$ cat config.mk
export PLATFORM = sky130hd
export DESIGN_NAME = usbg_top
export DESIGN_NICKNAME = d
export VERILOG_FILES = /design/src/usbg_pkg.sv /design/src/usbg_top.sv
export SDC_FILE = /design/constraint.sdc
export NUM_CORES = 1
export LEC_CHECK = 0
export BUFFER_PORTS_ARGS = -buffer_cell sky130_fd_sc_hd__buf_2
export CAP_MARGIN = 15
export CORE_MARGIN = 2
export CORE_UTILIZATION = 35
export DETAILED_ROUTE_END_ITERATION = 8
export PLACE_DENSITY = 0.54
export SETUP_SLACK_MARGIN = 0.02
export SLEW_MARGIN = 20
export SYNTH_ARGS = -nofsm -noshare
export SYNTH_HDL_FRONTEND = slang
export SYNTH_SLANG_ARGS = --single-unit
$ cat constraint.sdc
create_clock -name i_clk_sys -period 3.72 [get_ports i_clk_sys]
set_input_delay 0.372 -clock i_clk_sys [delete_from_list [all_inputs] [get_ports i_clk_sys]]
set_output_delay 0.372 -clock i_clk_sys [all_outputs]
set_load 0.01 [all_outputs]
$ cat src/usbg_pkg.sv
`default_nettype none
package usbg_pkg;
  // ----------------------------------------
  // Register map
  // ----------------------------------------
  localparam logic [7:0] RCV_CTRL_ADDR = 8'h18;
  localparam logic [7:0] TX_CTRL_ADDR = 8'h98;
  localparam logic [7:0] BAUD_DIV_ADDR = 8'h99;
  localparam logic [7:0] RX_DATA_ADDR = 8'h1A;
  localparam logic [7:0] TX_DATA_ADDR = 8'h19;
  localparam logic [7:0] RCV_CTRL_RST = 8'h00;
  localparam logic [7:0] TX_CTRL_RST = 8'h02;
  localparam logic [7:0] BAUD_DIV_RST = 8'h00;
  // ----------------------------------------
  // Field positions
  // ----------------------------------------
  localparam int TX_CLOCK_SOURCE_SELECT_POS = 7;
  localparam int TX_NINE_POS = 6;
  localparam int TX_EN_POS = 5;
  localparam int TX_SYNC_POS = 4;
  localparam int TX_HIGH_POS = 2;
  localparam int TX_EMPTY_POS = 1;
  localparam int TX_D9_POS = 0;
  localparam int RC_SERIAL_PORT_ENABLE_POS = 7;
  localparam int RC_NINE_POS = 6;
  localparam int RC_SINGLE_RECEIVE_ENABLE_POS = 5;
  localparam int RC_CONTINUOUS_RECEIVE_ENABLE_POS = 4;
  localparam int RC_ADDRESS_DETECT_ENABLE_POS = 3;
  localparam int RC_FRAMING_ERROR_FLAG_POS = 2;
  localparam int RC_OVERRUN_ERROR_FLAG_POS = 1;
  localparam int RC_D9_POS = 0;
  // ----------------------------------------
  // Timing
  // ----------------------------------------
  localparam logic [5:0] TICKS_LOW = 6'h3F;
  localparam logic [5:0] TICKS_HIGH = 6'h0F;
  localparam logic [5:0] TICKS_SYNC = 6'h03;
  localparam logic [5:0] SAMPLE_A = 6'h07;
  localparam logic [5:0] SAMPLE_B = 6'h08;
  localparam logic [5:0] SAMPLE_C = 6'h09;
  typedef struct packed {
    logic [7:0] addr;
    logic [7:0] wdata;
    logic wr;
    logic rd;
  } usbg_bus_type;
  typedef enum logic [1:0] {
    USBG_ASYNC,
    USBG_SYNC_MASTER,
    USBG_SYNC_SLAVE
  } usbg_mode_type;
  typedef enum logic [1:0] {
    USBG_IDLE,
    USBG_START,
    USBG_DATA,
    USBG_STOP
  } usbg_state_type;
endpackage : usbg_pkg
`default_nettype wire

$ cat src/usbg_top.sv
`default_nettype none
// Behaviour
// [RULE_01] Async, sync master, sync slave modes.
// [RULE_02] Software enables port and pin directions.
// [RULE_03] Clock source picks master or slave.
// [RULE_04] Transmit nine-bit select.
// [RULE_05] Transmit enable; receive enables override sync.
// [RULE_06] Mode select bit chooses sync.
// [RULE_07] Transmit control bit three reads zero.
// [RULE_08] High-speed select only in async.
// [RULE_09] Shift empty flag read-only, resets one.
// [RULE_10] Ninth transmit bit supplied by software.
// [RULE_11] Receive nine-bit select.
// [RULE_12] Single receive cleared after one word.
// [RULE_13] Continuous receive; overrides single receive.
// [RULE_14] Address detect keeps words with bit nine.
// [RULE_15] Framing flag updates with next word.
// [RULE_16] Overrun cleared by clearing continuous receive.
// [RULE_17] Ninth received bit held for software.
// [RULE_18] Eight-bit free-running baud timer.
// [RULE_19] Bit rate divides by 64, 16, 4.
// [RULE_20] Divisor write clears the timer.
// [RULE_21] Three-sample majority on receive pin.
// [RULE_22] High-speed division advised to software.
// [RULE_23] Frame: start, eight/nine data, stop.
// [RULE_24] Least significant bit first.
// [RULE_25] Async tick is 16x or 64x.
// [RULE_26] Low stop bit sets framing flag.
module usbg_top (
  input wire logic i_clk_sys,
  input wire logic i_srst,
  input wire usbg_pkg::usbg_bus_type i_bus,
  output logic [7:0] o_rdata,
  input wire logic i_rx_pin,
  input wire logic i_ck_pin,
  output logic o_tx_pin,
  output logic o_tx_oe,
  output logic o_ck_pin,
  output logic o_ck_oe,
  output logic o_dt_oe,
  output logic o_rx_valid
);
  import usbg_pkg::*;
  logic [7:0] tx_ctrl_q;
  logic [7:0] rc_ctrl_q;
  logic [7:0] div_q;
  logic [7:0] brg_q;
  logic [5:0] tick_q;
  logic [8:0] tx_hold_q;
  logic tx_full_q;
  logic [10:0] tx_sh_q;
  logic [3:0] tx_cnt_q;
  logic tx_busy_q;
  logic [7:0] rx_buf_q;
  logic rx_full_q;
  logic framing_error_flag_q;
  logic overrun_error_flag_q;
  logic rx9_q;
  logic [1:0] rx_sync_q;
  logic [1:0] ck_sync_q;
  logic ck_prev_q;
  logic [2:0] samp_q;
  logic [8:0] rx_sh_q;
  logic [3:0] rx_cnt_q;
  logic [5:0] rx_tick_q;
  usbg_state_type rx_state_q;
  logic [7:0] rdata_q;
  logic ck_q;
  logic sync_mode;
  logic master;
  logic brg_tick;
  logic bit_tick;
  logic [5:0] tick_max;
  logic serial_port_enable;
  logic rx_en;
  logic tx_en;
  logic [3:0] tx_len;
  logic [3:0] rx_len;
  logic rx_done;
  logic rx_stop_ok;
  logic rx_accept;
  logic rx_rd;
  logic maj;
  logic rx_bit;
  usbg_mode_type mode;
  // ----------------------------------------
  // Mode decode
  // ----------------------------------------
  assign sync_mode = tx_ctrl_q[TX_SYNC_POS]; // RULE_06
  assign master = tx_ctrl_q[TX_CLOCK_SOURCE_SELECT_POS]; // RULE_03
  assign serial_port_enable = rc_ctrl_q[RC_SERIAL_PORT_ENABLE_POS];
  always_comb begin
    if (!sync_mode) begin
      mode = USBG_ASYNC; // RULE_01
    end else if (master) begin
      mode = USBG_SYNC_MASTER;
    end else begin
      mode = USBG_SYNC_SLAVE;
    end
  end
  assign rx_en = rc_ctrl_q[RC_CONTINUOUS_RECEIVE_ENABLE_POS] |
                 (mode == USBG_SYNC_MASTER && rc_ctrl_q[RC_SINGLE_RECEIVE_ENABLE_POS]); // RULE_12
  assign tx_en = tx_ctrl_q[TX_EN_POS] & !(sync_mode & rx_en) & serial_port_enable; // RULE_05
  assign tx_len = tx_ctrl_q[TX_NINE_POS] ? 4'hB : 4'hA; // RULE_04 RULE_23
  assign rx_len = rc_ctrl_q[RC_NINE_POS] ? 4'h9 : 4'h8; // RULE_11
  always_comb begin
    if (sync_mode) begin
      tick_max = TICKS_SYNC;
    end else if (tx_ctrl_q[TX_HIGH_POS]) begin
      tick_max = TICKS_HIGH; // RULE_08 RULE_25
    end else begin
      tick_max = TICKS_LOW;
    end
  end
  // ----------------------------------------
  // Baud generator
  // ----------------------------------------
  assign brg_tick = (brg_q == div_q);
  assign bit_tick = brg_tick && (tick_q >= tick_max);
  always_ff @(posedge i_clk_sys) begin
    if (i_srst || (i_bus.wr && i_bus.addr == BAUD_DIV_ADDR)) begin
      brg_q <= 8'h00; // RULE_20
    end else if (brg_tick) begin
      brg_q <= 8'h00; // RULE_18
    end else begin
      brg_q <= brg_q + 8'h01;
    end
  end
  always_ff @(posedge i_clk_sys) begin
    if (i_srst || (i_bus.wr && i_bus.addr == BAUD_DIV_ADDR) || bit_tick) begin
      tick_q <= 6'h00;
    end else if (brg_tick) begin
      tick_q <= tick_q + 6'h01; // RULE_19
    end
  end
  // ----------------------------------------
  // Registers
  // ----------------------------------------
  assign rx_rd = i_bus.rd && i_bus.addr == RX_DATA_ADDR;
  always_ff @(posedge i_clk_sys) begin
    if (i_srst) begin
      tx_ctrl_q <= TX_CTRL_RST;
      div_q <= BAUD_DIV_RST;
    end else if (i_bus.wr && i_bus.addr == TX_CTRL_ADDR) begin
      tx_ctrl_q <= {i_bus.wdata[7:4], 1'b0, i_bus.wdata[2], 1'b0, i_bus.wdata[0]}; // RULE_07
    end else if (i_bus.wr && i_bus.addr == BAUD_DIV_ADDR) begin
      div_q <= i_bus.wdata;
    end
  end
  always_ff @(posedge i_clk_sys) begin
    if (i_srst) begin
      rc_ctrl_q <= RCV_CTRL_RST;
    end else if (i_bus.wr && i_bus.addr == RCV_CTRL_ADDR) begin
      rc_ctrl_q <= {i_bus.wdata[7:3], 3'b000};
    end else if (rx_done && mode == USBG_SYNC_MASTER && !rc_ctrl_q[RC_CONTINUOUS_RECEIVE_ENABLE_POS]) begin
      rc_ctrl_q[RC_SINGLE_RECEIVE_ENABLE_POS] <= 1'b0; // RULE_12 RULE_13
    end
  end
  always_ff @(posedge i_clk_sys) begin
    if (i_srst) begin
      rdata_q <= 8'h00;
    end else if (i_bus.rd) begin
      if (i_bus.addr == TX_CTRL_ADDR) begin
        rdata_q <= {tx_ctrl_q[7:2], !tx_busy_q, tx_ctrl_q[0]}; // RULE_09
      end else if (i_bus.addr == RCV_CTRL_ADDR) begin
        rdata_q <= {rc_ctrl_q[7:3], framing_error_flag_q, overrun_error_flag_q, rx9_q}; // RULE_15 RULE_16 RULE_17
      end else if (i_bus.addr == BAUD_DIV_ADDR) begin
        rdata_q <= div_q;
      end else if (i_bus.addr == RX_DATA_ADDR) begin
        rdata_q <= rx_buf_q;
      end else begin
        rdata_q <= 8'h00;
      end
    end
  end
  assign o_rdata = rdata_q;
  // ----------------------------------------
  // Transmitter
  // ----------------------------------------
  always_ff @(posedge i_clk_sys) begin
    if (i_srst) begin
      tx_hold_q <= 9'h000;
      tx_full_q <= 1'b0;
    end else if (i_bus.wr && i_bus.addr == TX_DATA_ADDR) begin
      tx_hold_q <= {tx_ctrl_q[TX_D9_POS], i_bus.wdata}; // RULE_10
      tx_full_q <= 1'b1;
    end else if (tx_full_q && !tx_busy_q && tx_en && bit_tick) begin
      tx_full_q <= 1'b0;
    end
  end
  always_ff @(posedge i_clk_sys) begin
    if (i_srst) begin
      tx_sh_q <= 11'h7FF;
      tx_cnt_q <= 4'h0;
      tx_busy_q <= 1'b0;
    end else if (!tx_busy_q) begin
      if (tx_full_q && tx_en && bit_tick) begin
        tx_busy_q <= 1'b1;
        tx_cnt_q <= sync_mode ? (tx_len - 4'h2) : tx_len;
        if (sync_mode) begin
          tx_sh_q <= {2'b11, tx_hold_q};
        end else if (tx_ctrl_q[TX_NINE_POS]) begin
          tx_sh_q <= {1'b1, tx_hold_q, 1'b0};
        end else begin
          tx_sh_q <= {2'b11, tx_hold_q[7:0], 1'b0};
        end
      end
    end else if (bit_tick) begin
      tx_sh_q <= {1'b1, tx_sh_q[10:1]}; // RULE_24
      tx_cnt_q <= tx_cnt_q - 4'h1;
      if (tx_cnt_q == 4'h1) begin
        tx_busy_q <= 1'b0;
      end
    end
  end
  // ----------------------------------------
  // Pins
  // ----------------------------------------
  always_ff @(posedge i_clk_sys) begin
    if (i_srst || !tx_busy_q || mode != USBG_SYNC_MASTER) begin
      ck_q <= 1'b1;
    end else if (brg_tick && tick_q == 6'h01) begin
      ck_q <= 1'b0;
    end else if (bit_tick) begin
      ck_q <= 1'b1;
    end
  end
  assign o_tx_pin = sync_mode ? ck_q : tx_sh_q[0];
  assign o_tx_oe = serial_port_enable && (!sync_mode || master);
  assign o_ck_pin = ck_q;
  assign o_ck_oe = serial_port_enable && mode == USBG_SYNC_MASTER;
  assign o_dt_oe = serial_port_enable && sync_mode && tx_busy_q;
  // ----------------------------------------
  // Receiver
  // ----------------------------------------
  always_ff @(posedge i_clk_sys) begin
    if (i_srst) begin
      rx_sync_q <= 2'b11;
      ck_sync_q <= 2'b11;
      ck_prev_q <= 1'b1;
    end else begin
      rx_sync_q <= {rx_sync_q[0], i_rx_pin};
      ck_sync_q <= {ck_sync_q[0], i_ck_pin};
      ck_prev_q <= ck_sync_q[1];
    end
  end
  assign maj = (samp_q[0] & samp_q[1]) | (samp_q[1] & samp_q[2]) | (samp_q[0] & samp_q[2]);
  always_ff @(posedge i_clk_sys) begin
    if (i_srst) begin
      samp_q <= 3'b111;
    end else if (brg_tick && (rx_tick_q == SAMPLE_A || rx_tick_q == SAMPLE_B ||
                 rx_tick_q == SAMPLE_C)) begin
      samp_q <= {samp_q[1:0], rx_sync_q[1]}; // RULE_21
    end
  end
  assign rx_bit = sync_mode ? (ck_sync_q[1] & !ck_prev_q) :
                  (brg_tick && rx_tick_q == tick_max);
  assign rx_stop_ok = sync_mode ? 1'b1 : maj;
  assign rx_done = rx_state_q == USBG_STOP && (sync_mode || rx_bit);
  assign rx_accept = rx_done && !(rc_ctrl_q[RC_ADDRESS_DETECT_ENABLE_POS] && !sync_mode &&
                     rc_ctrl_q[RC_NINE_POS] && !rx_sh_q[8]); // RULE_14
  always_ff @(posedge i_clk_sys) begin
    if (i_srst || !serial_port_enable || !rx_en) begin
      rx_state_q <= USBG_IDLE;
      rx_tick_q <= 6'h00;
      rx_cnt_q <= 4'h0;
      rx_sh_q <= 9'h000;
    end else begin
      if (brg_tick) begin
        rx_tick_q <= (rx_tick_q == tick_max) ? 6'h00 : rx_tick_q + 6'h01;
      end
      case (rx_state_q)
        USBG_IDLE: begin
          if (sync_mode) begin
            rx_state_q <= USBG_DATA;
            rx_cnt_q <= rx_len;
          end else if (!rx_sync_q[1]) begin
            rx_state_q <= USBG_START;
            rx_tick_q <= 6'h00;
          end
        end
        USBG_START: begin
          if (rx_bit) begin
            rx_state_q <= maj ? USBG_IDLE : USBG_DATA;
            rx_cnt_q <= rx_len;
          end
        end
        USBG_DATA: begin
          if (rx_bit) begin
            rx_sh_q <= {sync_mode ? rx_sync_q[1] : maj, rx_sh_q[8:1]}; // RULE_24
            rx_cnt_q <= rx_cnt_q - 4'h1;
            if (rx_cnt_q == 4'h1) begin
              rx_state_q <= USBG_STOP;
            end
          end
        end
        default: begin
          if (rx_bit || sync_mode) begin
            rx_state_q <= USBG_IDLE;
          end
        end
      endcase
    end
  end
  always_ff @(posedge i_clk_sys) begin
    if (i_srst) begin
      rx_buf_q <= 8'h00;
      rx_full_q <= 1'b0;
      framing_error_flag_q <= 1'b0;
      rx9_q <= 1'b0;
    end else if (rx_accept && (!rx_full_q || rx_rd)) begin
      rx_buf_q <= rc_ctrl_q[RC_NINE_POS] ? rx_sh_q[7:0] : rx_sh_q[8:1];
      rx9_q <= rx_sh_q[8]; // RULE_17
      framing_error_flag_q <= !rx_stop_ok; // RULE_15 RULE_26
      rx_full_q <= 1'b1;
    end else if (rx_rd) begin
      rx_full_q <= 1'b0;
    end
  end
  always_ff @(posedge i_clk_sys) begin
    if (i_srst || !rc_ctrl_q[RC_CONTINUOUS_RECEIVE_ENABLE_POS]) begin
      overrun_error_flag_q <= 1'b0; // RULE_16
    end else if (rx_accept && rx_full_q && !rx_rd) begin
      overrun_error_flag_q <= 1'b1;
    end
  end
  assign o_rx_valid = rx_full_q;
  // ----------------------------------------
  // Checks
  // ----------------------------------------
  div_clear_a: assert property (@(posedge i_clk_sys) disable iff (i_srst)
    (i_bus.wr && i_bus.addr == BAUD_DIV_ADDR) |=> brg_q == 8'h00) // RULE_20
    else $error("baud timer not cleared");
  brg_wrap_a: assert property (@(posedge i_clk_sys) disable iff (i_srst)
    brg_tick && !(i_bus.wr && i_bus.addr == BAUD_DIV_ADDR) |=> brg_q == 8'h00) // RULE_18
    else $error("baud timer did not wrap");
  bit_three_a: assert property (@(posedge i_clk_sys) disable iff (i_srst)
    tx_ctrl_q[3] == 1'b0) // RULE_07
    else $error("unimplemented bit set");
  tx_override_a: assert property (@(posedge i_clk_sys) disable iff (i_srst)
    sync_mode && rc_ctrl_q[RC_CONTINUOUS_RECEIVE_ENABLE_POS] |-> !tx_en) // RULE_05
    else $error("transmit not overridden");
  overrun_error_flag_clear_a: assert property (@(posedge i_clk_sys) disable iff (i_srst)
    $fell(rc_ctrl_q[RC_CONTINUOUS_RECEIVE_ENABLE_POS]) |=> !overrun_error_flag_q) // RULE_16
    else $error("overrun not cleared");
  single_receive_enable_clear_a: assert property (@(posedge i_clk_sys) disable iff (i_srst)
    rx_done && mode == USBG_SYNC_MASTER && !rc_ctrl_q[RC_CONTINUOUS_RECEIVE_ENABLE_POS] &&
    !(i_bus.wr && i_bus.addr == RCV_CTRL_ADDR) |=> !rc_ctrl_q[RC_SINGLE_RECEIVE_ENABLE_POS]) // RULE_12
    else $error("single receive not cleared");
  tick_range_a: assert property (@(posedge i_clk_sys) disable iff (i_srst)
    bit_tick |=> tick_q == 6'h00) // RULE_19
    else $error("tick count not restarted");
  rx_drain_a: assert property (@(posedge i_clk_sys) disable iff (i_srst)
    rx_rd && !rx_accept |=> !rx_full_q) // RULE_15
    else $error("receive buffer not drained");
  framing_error_flag_load_a: assert property (@(posedge i_clk_sys) disable iff (i_srst)
    rx_accept && (!rx_full_q || rx_rd) |=> framing_error_flag_q == !$past(rx_stop_ok)) // RULE_26
    else $error("framing flag not loaded");
  shift_busy_a: assert property (@(posedge i_clk_sys) disable iff (i_srst)
    tx_full_q && !tx_busy_q && tx_en && bit_tick |=> tx_busy_q) // RULE_09
    else $error("shift register not loaded");
  ck_drive_a: assert property (@(posedge i_clk_sys) disable iff (i_srst)
    o_ck_oe == (serial_port_enable && sync_mode && master)) // RULE_03
    else $error("clock drive wrong");
  rx_off_a: assert property (@(posedge i_clk_sys) disable iff (i_srst)
    !rx_en |=> rx_state_q == USBG_IDLE) // RULE_13
    else $error("receiver runs while disabled");
  addr_filter_a: assert property (@(posedge i_clk_sys) disable iff (i_srst)
    rx_done && !sync_mode && rc_ctrl_q[RC_ADDRESS_DETECT_ENABLE_POS] && rc_ctrl_q[RC_NINE_POS] &&
    !rx_sh_q[8] && !rx_full_q |=> !rx_full_q) // RULE_14
    else $error("data word loaded in address mode");
endmodule : usbg_top
`default_nettype wire

=== Word level (Yosys, flattened, before mapping) ===
Cells that the tools add are included.

* Add/sub/neg operators: 6
* Reductions and logical operators: 67
* Bitwise gates (word level): 11
* Multiplexer cells: 53
* Equal/unequal tests: 24
* $lt $le $gt $ge: 1

{| class="wikitable"
|+ Operators with widths
! kind !! count
|-
| $mux 6 || 7
|-
| $mux 8 || 5
|-
| $mux 11 || 3
|-
| $logic_and 1x1->1 || 29
|-
| $mux 4 || 7
|-
| $eq 8x5->1 const B || 3
|-
| $mux 10 || 2
|-
| $mux 1 || 18
|-
| $mux 2 || 9
|-
| $eq 8x8->1 const B || 2
|-
| $add 6x1->6 const B || 2
|-
| $eq 6x4->1 const B || 2
|-
| $logic_not 1->1 || 12
|-
| $logic_or 1x1->1 || 12
|-
| $pmux 4 s3 || 1
|-
| $reduce_bool 2->1 || 5
|-
| $add 8x1->8 const B || 1
|-
| $eq 4x1->1 const B || 2
|-
| $eq 8x8->1 || 1
|-
| $ne 2x2->1 const B || 4
|-
| $sub 4x1->4 const B || 2
|-
| $and 1x1->1 || 7
|-
| $eq 6x1->1 const B || 1
|-
| $eq 6x3->1 const B || 1
|-
| other kinds (17) || 24
|}

* Input port bits: 22
* Flip-flop bits (word level): 110
* Output and inout bits: 14

=== Longest topological paths before layout ===
Gate-level depths: netlist (run 1).

* Word-level depth: 13
* Gate-level depth with buffers: 11

=== Least setup slack after synthesis (run 1) ===
Ideal clock, no wire load.

* Path kind: reg2reg
* Start point: reg tx_ctrl_q[4]
* End point: reg tx_sh_q[0]
* Data required time: 3.591 ns
* Stages on the path, launching flop included: 12
* Data arrival time: 2.465 ns
* Period minus slack after synthesis: 2.595 ns
* Setup slack: 1.125 ns
* Library setup time: 0.129 ns
* Cells stage by stage: dfxtp_1 buf_2 buf_1 clkbuf_1 or2_2 ha_1 nand2_1 o21a_1 nor2_1 buf_2 mux2i_1 nand2_1

* Word-level cells in the longest chain between the ends: 12
* Elaborated cells on any way between the ends: 19

{| class="wikitable"
|+ Ends and longest elaborated chain
! element !! line !! RTL
|-
| start, declared || usbg_top.sv:44 || <nowiki>logic [7:0] tx_ctrl_q;</nowiki>
|-
| start signal, assigned || usbg_top.sv:145 || <nowiki>tx_ctrl_q <= {i_bus.wdata[7:4], 1'b0, i_bus.wdata[2], 1'b0, i_bus.wdata[0]};</nowiki>
|-
| $mux 2 || usbg_top.sv:93 || <nowiki>if (!sync_mode) begin</nowiki>
|-
| $eq 2x1->1 || usbg_top.sv:102 || <nowiki>(mode == USBG_SYNC_MASTER && rc_ctrl_q[RC_SINGLE_RECEIVE_ENABLE_POS]);</nowiki>
|-
| $logic_and 1x1->1 || usbg_top.sv:102 ||
|-
| $or 1x1->1 || usbg_top.sv:101 || <nowiki>assign rx_en = rc_ctrl_q[RC_CONTINUOUS_RECEIVE_ENABLE_POS] |</nowiki>
|-
| $and 1x1->1 || usbg_top.sv:103 || <nowiki>assign tx_en = tx_ctrl_q[TX_EN_POS] & !(sync_mode & rx_en) & serial_port_enable;</nowiki>
|-
| $logic_not 1->1 || usbg_top.sv:103 ||
|-
| $and 1x1->1 (2 in a row) || usbg_top.sv:103 ||
|-
| $logic_and 1x1->1 (2 in a row) || usbg_top.sv:197 || <nowiki>if (tx_full_q && tx_en && bit_tick) begin</nowiki>
|-
| $reduce_bool 2->1 (no line) || - ||
|-
| $reduce_and 2->1 (no line) || - ||
|-
| end signal, assigned || usbg_top.sv:201 || <nowiki>tx_sh_q <= {2'b11, tx_hold_q};</nowiki>
|-
| end signal, assigned || usbg_top.sv:203 || <nowiki>tx_sh_q <= {1'b1, tx_hold_q, 1'b0};</nowiki>
|-
| end signal, assigned || usbg_top.sv:205 || <nowiki>tx_sh_q <= {2'b11, tx_hold_q[7:0], 1'b0};</nowiki>
|-
| end, declared || usbg_top.sv:51 || <nowiki>logic [10:0] tx_sh_q;</nowiki>
|}

Several ways; a longest one is shown, not always the timed one. The select of a mux whose other input is x is not followed.
A chain may end at the register's enable or synchronous reset.

=== Worst setup path in the final report (run 1) ===
* Start point: reg tx_ctrl_q[4]
* End point: reg rx_buf_q[6]

* Word-level cells in the longest chain between the ends: 8
* Elaborated cells on any way between the ends: 13

{| class="wikitable"
|+ Ends and longest elaborated chain
! element !! line !! RTL
|-
| $mux 6 || usbg_top.sv:107 || <nowiki>if (sync_mode) begin</nowiki>
|-
| $eq 6x6->1 || usbg_top.sv:257 || <nowiki>(brg_tick && rx_tick_q == tick_max);</nowiki>
|-
| $logic_and 1x1->1 || usbg_top.sv:257 ||
|-
| $mux 1 || usbg_top.sv:256 || <nowiki>assign rx_bit = sync_mode ? (ck_sync_q[1] & !ck_prev_q) :</nowiki>
|-
| $logic_or 1x1->1 || usbg_top.sv:259 || <nowiki>assign rx_done = rx_state_q == USBG_STOP && (sync_mode || rx_bit);</nowiki>
|-
| $logic_and 1x1->1 || usbg_top.sv:259 ||
|-
| $logic_and 1x1->1 * || usbg_top.sv:260 || <nowiki>assign rx_accept = rx_done && !(rc_ctrl_q[RC_ADDRESS_DETECT_ENABLE_POS] && !sync_mode &&</nowiki>
|-
| $logic_and 1x1->1 * || usbg_top.sv:311 || <nowiki>end else if (rx_accept && (!rx_full_q || rx_rd)) begin</nowiki>
|-
| end signal, assigned || usbg_top.sv:312 || <nowiki>rx_buf_q <= rc_ctrl_q[RC_NINE_POS] ? rx_sh_q[7:0] : rx_sh_q[8:1];</nowiki>
|-
| end, declared || usbg_top.sv:54 || <nowiki>logic [7:0] rx_buf_q;</nowiki>
|}

Every way passes the cells marked *; elsewhere a longest branch is shown, timed or not.

==> impl_results.md, run 1 <==
* Grt ovf at 0
* Status: finished, final reports clean
* Setup slack on the worst flop-to-flop path at 1.14 ns
* Cell area power density at 369 mW/mm^2
* I/O Buffers at 35
* Worst hold slack at 0.199 ns
* Via count at 4,429
* Ranking of synthesized cells by area: dfxtp_1 40%, mux2i_1 10%, nor2_1 5.9%
* Reg-to-Reg End: rx_buf_q[6]
* Leading area contributor after synthesis: dfxtp_1
* CTS buffer count at 9
* Final instance area at 0.00597 sq mm
* Setup TNS Final at 0 ns
* Vias in the first global route at 4,288
* DRC Markers at 0
* Cell-internal power at 1.67 mW
* Share of cells above drive strength 1 at 11.7%
* Slew headroom at 34.3%
* Total track usage at 16.7%
* Worst EP arrival at 2.85 ns
* Nets at 688
* Number of core rows at 45
* Initial drt markers at 251
* CP cell instances: inv_1 -> nor4b_1 -> o2111ai_1 -> a21oi_4 -> nor2_1 -> a211oi_2
* Number of flops mapped to enable cells by yosys at 0
* Switching Fraction at 24.3%
* Clk pwr share at 42.7%
* Hold Path Class: in -> reg
* Syn_area_per_cell at 8.45 sq um
* Critical Path End: rx_buf_q[6]
* Worst IR Drop VDD at 0.181 mV
* Clock tree buffer depth at 2
* DR pass1 iterations at 4
* Post-Syn Instances at 635
* Die Y-Extent at 128 um
* WL met2 at 6.03 mm
* Final worst path period share at 69.4%
* Layout Cells excl Fill at 845
* Synth async-reset ratio at 0%
* Post-synth top cells: 108 x dfxtp_1, 84 x nor2_1, 76 x nand2_1
* Sequential share of the synthesized area at 40.3%
* Pins Over Slew Limit at 0
* Final Setup Violations at 0
* Final hold violations at 0
* Max-cap viol count at 0
* Fmax at 387 MHz
* Distinct cells, synth at 65
* Crit end category: flop
* RePlAce Congestion at 0.817
* FF-to-FF Start: tx_ctrl_q[4]
* Area of the die at 0.0163 sq mm
* Critical Path RT at 3.99 ns
* Post-place instance area at 0.00569 sq mm
* Crit path max-delay cell type: a21oi_4
* Top-count cell post-synth: dfxtp_1
* Post CTS Setup Buffer Count at 0
* Clock root cell: clkbuf_16
* Drt total wl at 13.0 mm
* R2r worst-path depth at 6
* Die X-Extent at 128 um
* Skew-Pair Late Insertion Delay at 0.36 ns
* Core Util, Final at 39.6%
* # clock sinks at 108
* DR WL met3 at 358 um
* CP Max Fanout at 17
* Leakage at 2.29 nW
* Main flop type after synthesis: dfxtp_1
* Switching power at 535 uW
* Fillers at 1,562
* Critical path type: reg -> reg
* Slew @ Worst Pin at 0.972 ns
* Area delta synth->final at 11.3%
* RSZ-0062 raised after global routing: no
* Post-Syn Area at 0.00536 sq mm
* Initial antenna violation count at 0
* Post-CTS Resized at 0
* Via density per instance at 5.24
* First-pass GRT wire length at 21.7 mm
* Fin Clk Skew at 0.0114 ns
* Top cell type's share of synthesized area at 40.3%
* Sequential fraction of design power at 53.5%
* Worst Setup SP: tx_ctrl_q[4]
* Starting Density at 35.5%
* Fin crit period at 2.58 ns
* Core ar. at 0.0151 sq mm
* Synthesis-stage register bit count at 108
* M1 wire length at 6.36 mm
* CTS H-tree depth at 3
* Final ANT Viol Nets at 0
* Comb pwr share at 3.8%
* Largest net degree at the start of global routing at 61
* DR top layer: met4
* HPWL after DPL at 9.40 mm
* CP max stage delay at 0.53 ns
* Avg WL per Cell at 15.4 um
* Post-CTS Hold Fix Bufs at 0
* N_diodes at 0
* Yosys warns at 0
* CTS tree: yes
* CTS clk-pin slew, worst paths at 0.07 ns
* CP Launch Type: flop
* I/O Pins at 36
* Placed Cells at 829
* Synthesized Nets at 671
[registers in the layout, summed over array words and instances, names as in the netlist, 3 cells and up]
signal / count
rx_buf_q: 8
o_rdata: 8
rx_cnt_q: 4
div_q: 8
tx_ctrl_q: 6
rx_tick_q: 6
tick_q: 6
brg_q: 8
rc_ctrl_q: 5
rx_sh_q: 9
tx_cnt_q: 4
tx_hold_q: 9
samp_q: 3
tx_sh_q: 10
[critical path, delay by kind of cell (launching register included)]
kind	cells	cell delay, ns
AOI/OAI and AO/OA	3	1.16
and+or+nand+nor	2	0.59
DFF	1	0.47
buffers and inverters	1	0.27
[layout make-up]
cell class	count	area (sq um)	area share [%]
Tap cell	188	235	3.94
Inverter	16	60.1	1.01
Clock buffer	10	229	3.84
Timing Repair Buffer	43	235	3.94
Multi-Input combinational cell	474	2990	50.1
Clock inverter	6	53.8	0.901
Sequential cell	108	2160	36.2
[cells by family after synthesis]
family / after synthesis / share of synthesized area (%)
fa+ha+maj: 15 / 3.45
flops: 108 / 40.3
simple gates: 250 / 22.7
xor+xnor: 24 / 3.92
buf+inv: 53 / 3.90
mux: 56 / 10.5
compound gates: 129 / 15.2
[metal layers]
metal	GRT usage, %	vias to the layer above
met2	26.8	57
met5	0	-
met4	6.46	0
met1	22.5	2098
li1	-	2259
met3	2.59	15
[power by group through the flow]
stage          clock [mW]  combinational, mW  sequential [mW]
3_5_place_dp            0             0.0837             1.20
4_1_cts             0.966             0.0842             1.18
6_report            0.941             0.0835             1.18
5_1_grt              1.01             0.0941             1.18
3_3_place_gp            0             0.0818             1.20
2_1_floorplan           0             0.0482             1.20
[worst min path at each step]
| stage | startpoint | end | slack, ns | depth (start not counted) |
|---|---|---|---|---|
| 2_1_floorplan | ck_sync_q[0] | ck_sync_q[1] | 0.39 | 1 |
| 5_1_grt | i_ck_pin | ck_sync_q[0] | 0.21 | 2 |
| 3_5_place_dp | ck_sync_q[0] | ck_sync_q[1] | 0.40 | 1 |
| 4_1_cts | i_ck_pin | ck_sync_q[0] | 0.19 | 2 |
| 3_3_place_gp | rx_sync_q[0] | rx_sync_q[1] | 0.40 | 1 |
| 6_report | i_ck_pin | ck_sync_q[0] | 0.20 | 2 |
[placed cells by master (no fill, tap or decap), types with 4 or more instances in the layout]
master / Yosys / layout
a22oi_1: 8 / 8
a21oi_1: 41 / 41
xor2_1: 20 / 20
ha_1: 14 / 14
nand2_1: 76 / 76
and3_1: 16 / 16
dfxtp_1: 108 / 108
mux2i_1: 54 / 54
nand3_1: 20 / 20
buf_4: 1 / 8
xnor2_1: 4 / 4
o21ai_0: 38 / 38
or2_2: 7 / 7
nand4_1: 7 / 7
clkbuf_16: 0 / 9
nor2_1: 84 / 84
and2_1: 4 / 4
inv_1: 15 / 15
nor4_1: 4 / 4
a211oi_1: 17 / 17
buf_2: 5 / 35
[per-stage QoR]
step	total power, mW	setup slack (ns)
2_1_floorplan	1.25	1.13
3_3_place_gp	1.29	1.09
3_5_place_dp	1.29	1.07
4_1_cts	2.23	1.14
5_1_grt	2.28	0.845
6_report	2.20	1.14
No activity file was read; power rests on OpenSTA's default activity.
==> inputs of run 2 (changes only) <==
--- a/config.mk
+++ b/config.mk
@@ -5,12 +5,13 @@
 export SDC_FILE = /design/constraint.sdc
 export NUM_CORES = 1
 export LEC_CHECK = 0
+export ABC_AREA = 1
 export BUFFER_PORTS_ARGS = -buffer_cell sky130_fd_sc_hd__buf_2
 export CAP_MARGIN = 15
 export CORE_MARGIN = 2
 export CORE_UTILIZATION = 35
 export DETAILED_ROUTE_END_ITERATION = 8
-export PLACE_DENSITY = 0.54
+export PLACE_DENSITY = 0.56
 export SETUP_SLACK_MARGIN = 0.02
 export SLEW_MARGIN = 20
 export SYNTH_ARGS = -nofsm -noshare
==> constraint.sdc (replaced) <==
create_clock -name i_clk_sys -period 2.12 [get_ports i_clk_sys]
set_input_delay 0.212 -clock i_clk_sys [delete_from_list [all_inputs] [get_ports i_clk_sys]]
set_output_delay 0.212 -clock i_clk_sys [all_outputs]
set_load 0.01 [all_outputs]
==> run 2 against run 1 <==
Effect of this change: critical path depth is 7 higher; synthesized area down 2.0%; worst setup slack got worse by 0.89 ns; non-clock buffer count up 8; critical path type unchanged; largest power group unchanged.
==> impl_results.md, run 2 <==
* Status: finished, final reports clean
* Post-Syn Area at 0.00526 sq mm (-2.0%)
* Leakage at 2.44 nW (+6.4%)
* Commonest non-fill, non-tap cells in the layout: 166 x nand2_1, 107 x dfxtp_1, 83 x inv_1, 81 x a21oi_1, 74 x o21ai_0
* Post-synthesis compound-gate area fraction at 19.3% (+4.1 points)
* Hold path startpoint: i_ck_pin
* Cell family with most CP delay: buffers and inverters
* Initial antenna violation count at 0 (unchanged)
* Final worst path period share at 88.4% (+19 points)
* Worst hold slack at 0.0405 ns (-0.159 ns)
* Yosys warns at 0 (unchanged)
* CP cell instances: inv_1 -> nand2_1 -> ha_1 -> nand2_1 -> inv_1 -> o21ai_0 -> nand3_1 -> nand2_2 -> inv_2 -> o21ai_4 -> buf_6 -> o21ai_0 -> a21oi_1
* Main flop type after synthesis: dfxtp_1
* Share of cells above drive strength 1 at 13.1% (+1.4 points)
* Synth async-reset ratio at 0% (unchanged)
* R2r worst-path depth at 13 (+7)
* Area of the die at 0.0160 sq mm (-1.9%)
* RePlAce Congestion at 0.841 (+3.0%)
* Final ANT Viol Nets at 0 (unchanged)
* Critical Path RT at 2.36 ns (-1.63 ns)
* Post-place instance area at 0.00566 sq mm (-0.53%)
* Clock tree buffer depth at 2 (unchanged)
* Largest register by flop count: tx_sh_q
* Clock root cell: clkbuf_16
* Post-synthesis mux area share at 0% (-10 points)
* Setup TNS Final at 0 ns (unchanged)
* Skew-Pair Late Insertion Delay at 0.36 ns (about the same)
* Largest register FFs at 10 (unchanged)
* CP Launch Type: flop
* Top cell type's share of synthesized area at 41.1% (+0.81 points)
* Setup WS pre-CTS at 0.174 ns (-0.892 ns)
* Reg-to-Reg End: tx_cnt_q[0]
* DR pass1 iterations at 5 (+1)
* Adder-Cell Fraction of Synth Area at 3.33% (-0.12 points)
* I/O Pins at 36 (unchanged)
* Nets at 815 (+18%)
* Pins Over Slew Limit at 0 (unchanged)
* Avg WL per Cell at 13.3 um (-13%)
* DRC Markers at 0 (unchanged)
* Hold depth at 2 (unchanged)
* Post-Syn Instances at 743 (+17%)
* Die X-Extent at 127 um (-0.95%)
* RSZ-0062 raised after global routing: no
* Drt total wl at 12.9 mm (-0.69%)
* Initial drt markers at 210 (-16%)
* CTS H-tree depth at 3 (unchanged)
* Post CTS Setup Buffer Count at 0 (unchanged)
* Leading area contributor after synthesis: dfxtp_1
* CTS tree: yes
* Worst IR Drop VDD at 0.332 mV (+84%)
* Top-count cell post-synth: nand2_1
* Fillers at 1,540 (-1.4%)
* CTS clk-pin slew, worst paths at 0.07 ns (about the same)
* Total track usage at 16.8% (+0.13 points)
* Vias in the first global route at 4,281 (-0.16%)
* Xor/xnor cell area share of the yosys netlist at 1.67% (-2.3 points)
* Cell area power density at 644 mW/mm^2 (+75%)
* Worst Hold End: ck_sync_q[0]
* Distinct cells, synth at 41 (-37%)
* Fin Clk Skew at 0.0101 ns (-0.00139 ns)
* Via density per instance at 4.79 (-8.5%)
* Starting Density at 36.0% (+0.50 points)
* CP Max Fanout at 12 (-5)
* Ranking of synthesized cells by area: dfxtp_1 41%, nand2_1 12%, a21oi_1 7.7%
* Regs by FF count: tx_sh_q (10), rx_sh_q (9), tx_hold_q (9)
* Final instance area at 0.00596 sq mm (about the same)
* Crit path max-delay cell type: dfxtp_1
* Grt ovf at 0 (unchanged)
* Die Y-Extent at 127 um (-0.95%)
* Fmax at 534 MHz (+38%)
* Most common cell after layout, fill and taps aside: nand2_1
* Slew headroom at 61.4% (+27 points)
* I/O Buffers at 35 (unchanged)
* Slew @ Worst Pin at 0.577 ns (-0.395 ns)
* Max-cap viol count at 0 (unchanged)
* Worst path bufs/invs at 4 (+3)
* Fin worst setup slack at 0.246 ns (-0.892 ns)
* Number of core rows at 44 (-2.2%)
* Critical path type: reg -> reg
* Post-CTS Resized at 0 (unchanged)
* CP max stage delay at 0.32 ns (-0.21 ns)
* Core ar. at 0.0146 sq mm (-3.3%)
* First-pass GRT wire length at 21.7 mm (unchanged)
* Syn_area_per_cell at 7.08 sq um (-16%)
* HPWL after DPL at 9.53 mm (+1.4%)
* Via count at 4,641 (+4.8%)
* Synthesis-stage register bit count at 108 (unchanged)
* Crit end category: flop
* Largest family of logic cells by synthesized area: simple AND/OR/NAND/NOR gates
* Fin crit period at 1.87 ns (-0.708 ns)
* Synthesized Nets at 779 (+16%)
* Sequential share of the synthesized area at 41.1% (+0.81 points)
* Post-synth top cells: 166 x nand2_1, 108 x dfxtp_1, 83 x inv_1
* N_diodes at 0 (unchanged)
* Hold Path Class: in -> reg
* Setup slack on the worst flop-to-flop path at 0.25 ns (-0.89 ns)
* CTS buffer count at 9 (unchanged)
* # clock sinks at 108 (unchanged)
* Largest net degree at the start of global routing at 32 (-48%)
* Number of flops mapped to enable cells by yosys at 0 (unchanged)
* Final hold violations at 0 (unchanged)
* Area delta synth->final at 13.4%
* Worst EP arrival at 2.12 ns (-0.73 ns)
* FF-to-FF Start: tx_ctrl_q[2]
* Post-CTS Hold Fix Bufs at 0 (unchanged)
* Final Setup Violations at 0 (unchanged)
* Worst Setup SP: tx_ctrl_q[2]
* Synth Area in Simple Gates at 25.5% (+2.7 points)
==> run 2: cells by family after synthesis <==
group / Yosys count
compound gates: 186
xor+xnor: 10
fa+ha+maj: 14
buf+inv: 119
flops: 108
simple gates: 306
==> run 2: stage by stage <==
stage | power, mW | util (%) | std cells
detailed placement | 2.25 | 38.8 | 952
CTS | 3.89 | 40.7 | 968
floorplan | 2.18 | - | 743
global route | 4.00 | 40.9 | 968
global placement | 2.25 | 38.8 | 952
finish | 3.84 | 40.9 | 968
==> run 2: how the worst max path moves through the flow <==
stage | to | slack, ns | depth (start not counted)
after floorplan | tx_sh_q[5] | 0.40 | 13
after global placement | tx_cnt_q[1] | 0.23 | 13
after detailed placement | tx_cnt_q[1] | 0.17 | 13
after CTS | tx_cnt_q[0] | 0.16 | 13
after global routing | tx_sh_q[8] | 0.03 | 13
final | tx_cnt_q[0] | 0.25 | 13
==> run 2: area by class of cell <==
class	count	area [sq um]	area share, %
Clock buffer	15	278	4.66
Clock inverter	1	5.00	0.0839
Inverter	93	352	5.90
Multi-Input combinational cell	516	2640	44.2
Sequential cell	108	2160	36.3
Tap cell	184	230	3.86
Timing Repair Buffer	51	299	5.01
==> run 2: per-layer routing <==
metal / routed length [um] / part of all wire, % / track usage [%] / vias to the layer above
met5: 0 / 0 / 0 / -
met4: 257 / 2.0 / 6.92 / 0
met3: 377 / 2.9 / 2.45 / 15
met2: 5680 / 44 / 26.1 / 67
met1: 6570 / 51 / 23.3 / 2058
li1: - / - / - / 2501
==> run 2: report_power, final <==
group,switching [mW],internal [mW]
logic,0.0917,0.0507
registers,0.0121,2.04
clock network,0.747,0.895
total,0.851,2.99
==> run 2: worst register-to-register path, stage by stage, from the launching register on <==
cell and delay [ns]:
dfxtp_1 0.32, inv_1 0.10, nand2_1 0.11, ha_1 0.31, nand2_1 0.05, inv_1 0.06, o21ai_0 0.07, nand3_1 0.10
nand2_2 0.06, inv_2 0.12, o21ai_4 0.10, buf_6 0.17, o21ai_0 0.14, a21oi_1 0.05
==> inputs of run 3 (changes only) <==
--- a/config.mk
+++ b/config.mk
@@ -11,6 +11,7 @@
 export CORE_MARGIN = 2
 export CORE_UTILIZATION = 35
 export DETAILED_ROUTE_END_ITERATION = 8
+export HOLD_SLACK_MARGIN = 0.12
 export PLACE_DENSITY = 0.56
 export SETUP_SLACK_MARGIN = 0.02
 export SLEW_MARGIN = 20
==> run 3 against run 2 <==
Effect of this change: combinational power is essentially flat; critical path type unchanged; register-to-register slack about the same; non-clock buffer count grew 2; largest cell class unchanged; fmax decreased by 0.16%; highest routed layer unchanged; die area is the same; largest power group unchanged; critical path depth did not move.
==> impl_results.md, run 3 (same netlist as run 2, synthesis figures left out) <==
* Largest register FFs at 10 (unchanged)
* Area of the die at 0.0160 sq mm (unchanged)
* Setup TNS Final at 0 ns (unchanged)
* FF-to-FF Start: tx_ctrl_q[2]
* CTS H-tree depth at 3 (unchanged)
* Cell-internal power at 2.99 mW (about the same)
* Final worst path period share at 88.5% (+0.15 points)
* Starting Density at 36.0% (unchanged)
* CP max stage delay at 0.32 ns (about the same)
* Initial antenna violation count at 0 (unchanged)
* CP Max Fanout at 12 (unchanged)
* Pins Over Slew Limit at 0 (unchanged)
* # clock sinks at 108 (unchanged)
* I/O Buffers at 35 (unchanged)
* Critical path type: reg -> reg
* Hold Path Class: in -> reg
* Comb pwr share at 3.8% (about the same)
* Cell family with most CP delay: buffers and inverters
* Core ar. at 0.0146 sq mm (unchanged)
* Crit path max-delay cell type: dfxtp_1
* I/O Pins at 36 (unchanged)
* Final Setup Violations at 0 (unchanged)
* Status: finished, final reports clean
* RePlAce Congestion at 0.841 (unchanged)
* Avg WL per Cell at 13.3 um (+0.28%)
* Fillers at 1,538 (-0.13%)
* Clock tree buffer depth at 2 (unchanged)
* Layout Cells excl Fill at 970 (+0.21%)
* Slew @ Worst Pin at 0.576 ns (-0.000771 ns)
* Die X-Extent at 127 um (unchanged)
* Worst path bufs/invs at 4 (unchanged)
* HPWL after DPL at 9.53 mm (unchanged)
* First-pass GRT wire length at 21.7 mm (+0.38%)
* Most common cell after layout, fill and taps aside: nand2_1
* Sequential fraction of design power at 53.5% (about the same)
* Switching power at 853 uW (+0.23%)
* CTS buffer count at 9 (unchanged)
* Nets at 817 (+0.25%)
* Worst Setup SP: tx_ctrl_q[2]
* DRC Markers at 0 (unchanged)
* CTS tree: yes
* Skew-Pair Late Insertion Delay at 0.36 ns (about the same)
* R2r worst-path depth at 13 (unchanged)
* Final ANT Viol Nets at 0 (unchanged)
* Via density per instance at 4.80 (+0.18%)
* DR pass1 iterations at 4 (-1)
* Die Y-Extent at 127 um (unchanged)
* CTS clk-pin slew, worst paths at 0.07 ns (about the same)
* Slew headroom at 61.4% (about the same)
* Area delta synth->final at 13.8%
* Commonest non-fill, non-tap cells in the layout: 166 x nand2_1, 107 x dfxtp_1, 83 x inv_1, 81 x a21oi_1, 74 x o21ai_0
* RSZ-0062 raised after global routing: no
* Fin crit period at 1.88 ns (+0.00308 ns)
* CP Depth at 13 (unchanged)
* Regs by FF count: tx_sh_q (10), rx_sh_q (9), tx_hold_q (9)
* Drt total wl at 12.9 mm (+0.49%)
* Placed Cells at 952 (unchanged)
* CP Launch Type: flop
* Leakage at 2.45 nW (+0.34%)
* Initial drt markers at 277 (+32%)
* CP cell instances: inv_1 -> nand2_1 -> ha_1 -> nand2_1 -> inv_1 -> o21ai_0 -> nand3_1 -> nand2_2 -> inv_2 -> o21ai_4 -> buf_6 -> o21ai_0 -> a21oi_1
* N_diodes at 0 (unchanged)
* Clock root cell: clkbuf_16
* Via count at 4,659 (+0.39%)
* Crit end category: flop
* Fmax at 533 MHz (-0.16%)
* Switching Fraction at 22.2% (+0.025 points)
* Critical Path End: tx_cnt_q[0]
* Vias in the first global route at 4,301 (+0.47%)
* Share of cells above drive strength 1 at 13.1% (-0.033 points)
* Critical Path RT at 2.36 ns (about the same)
* Worst EP arrival at 2.12 ns (about the same)
* Largest register by flop count: tx_sh_q
* Number of core rows at 44 (unchanged)
* Max-cap viol count at 0 (unchanged)
* Largest net degree at the start of global routing at 32 (unchanged)
* Worst IR Drop VDD at 0.334 mV (+0.37%)
* Post CTS Setup Buffer Count at 0 (unchanged)
* Clk pwr share at 42.8% (about the same)
* Grt ovf at 0 (unchanged)
* Reg-to-Reg End: tx_cnt_q[0]
* Setup slack on the worst flop-to-flop path at 0.24 ns (about the same)
* Fin Clk Skew at 0.00956 ns (-0.000497 ns)
* Cell area power density at 642 mW/mm^2 (-0.22%)
* Total track usage at 16.8% (+0.062 points)
* Final hold violations at 0 (unchanged)
[run 3: changes by cell type in the layout (fill, tap and decap cells not counted)]
cell	delta
dlygate4sd3_1	+2
[run 3: through the flow]
| stage | hold slack [ns] | cell area [sq um] | worst slack [ns] | util (%) | total power, mW |
|---|---|---|---|---|---|
| finish | 0.148 | 5980 | 0.243 | 41.0 | 3.84 |
| detailed placement | 0.397 | 5660 | 0.174 | 38.8 | 2.25 |
| global route | 0.165 | 5980 | 0.0307 | 41.0 | 4.01 |
| global placement | 0.395 | 5660 | 0.229 | 38.8 | 2.25 |
| CTS | 0.147 | 5960 | 0.165 | 40.8 | 3.89 |
| floorplan | 0.316 | 5260 | 0.400 | - | 2.18 |
[run 3: worst min-delay path by stage]
stage                 start            to  slack (ns)  depth (start not counted)
3_3_place_gp   rx_sync_q[0]  rx_sync_q[1]        0.40                          1
3_5_place_dp   ck_sync_q[0]  ck_sync_q[1]        0.40                          1
5_1_grt            i_bus[4]  tx_hold_q[2]        0.17                          3
2_1_floorplan      i_ck_pin  ck_sync_q[0]        0.32                          1
6_report           i_bus[4]  tx_hold_q[2]        0.15                          3
4_1_cts            i_bus[4]  tx_hold_q[2]        0.15                          3
[run 3: per-layer routing]
layer | GRT usage (%) | vias to the layer above | part of all wire (%)
met1 | 23.3 | 2062 | 50
li1 | - | 2504 | -
met4 | 6.92 | 0 | 2.0
met5 | 0 | - | 0
met3 | 2.45 | 15 | 3.4
met2 | 26.3 | 78 | 44
[run 3: area by class of cell]
| type | instances | area (sq um) | share of cell area, % |
|---|---|---|---|
| sequential | 108 | 2160 | 36.2 |
| tap | 184 | 230 | 3.85 |
| inverter | 93 | 352 | 5.88 |
| clock buffer | 15 | 278 | 4.64 |
| multi-input combinational | 516 | 2640 | 44.1 |
| clock inverter | 1 | 5.00 | 0.0836 |
| timing repair buffer | 53 | 319 | 5.33 |
[run 3: tightest hold or removal path, stage by stage]
cell     delay (ns)
buf_2          0.10
o21ai_0        0.08
nor2_1         0.07
[run 3: what timing repair did]
item	4_1_cts	5_1_grt
setup endpoints to repair	0	14
hold buffers	2	0
resized for setup	0	6
hold endpoints to repair	2	0
[run 3: power groups by stage]
stage	combinational, mW	sequential, mW	clock [mW]
floorplan	0.0824	2.10	0
detailed placement	0.143	2.10	0
global placement	0.143	2.10	0
global route	0.166	2.06	1.78
finish	0.145	2.06	1.64
CTS	0.146	2.05	1.69
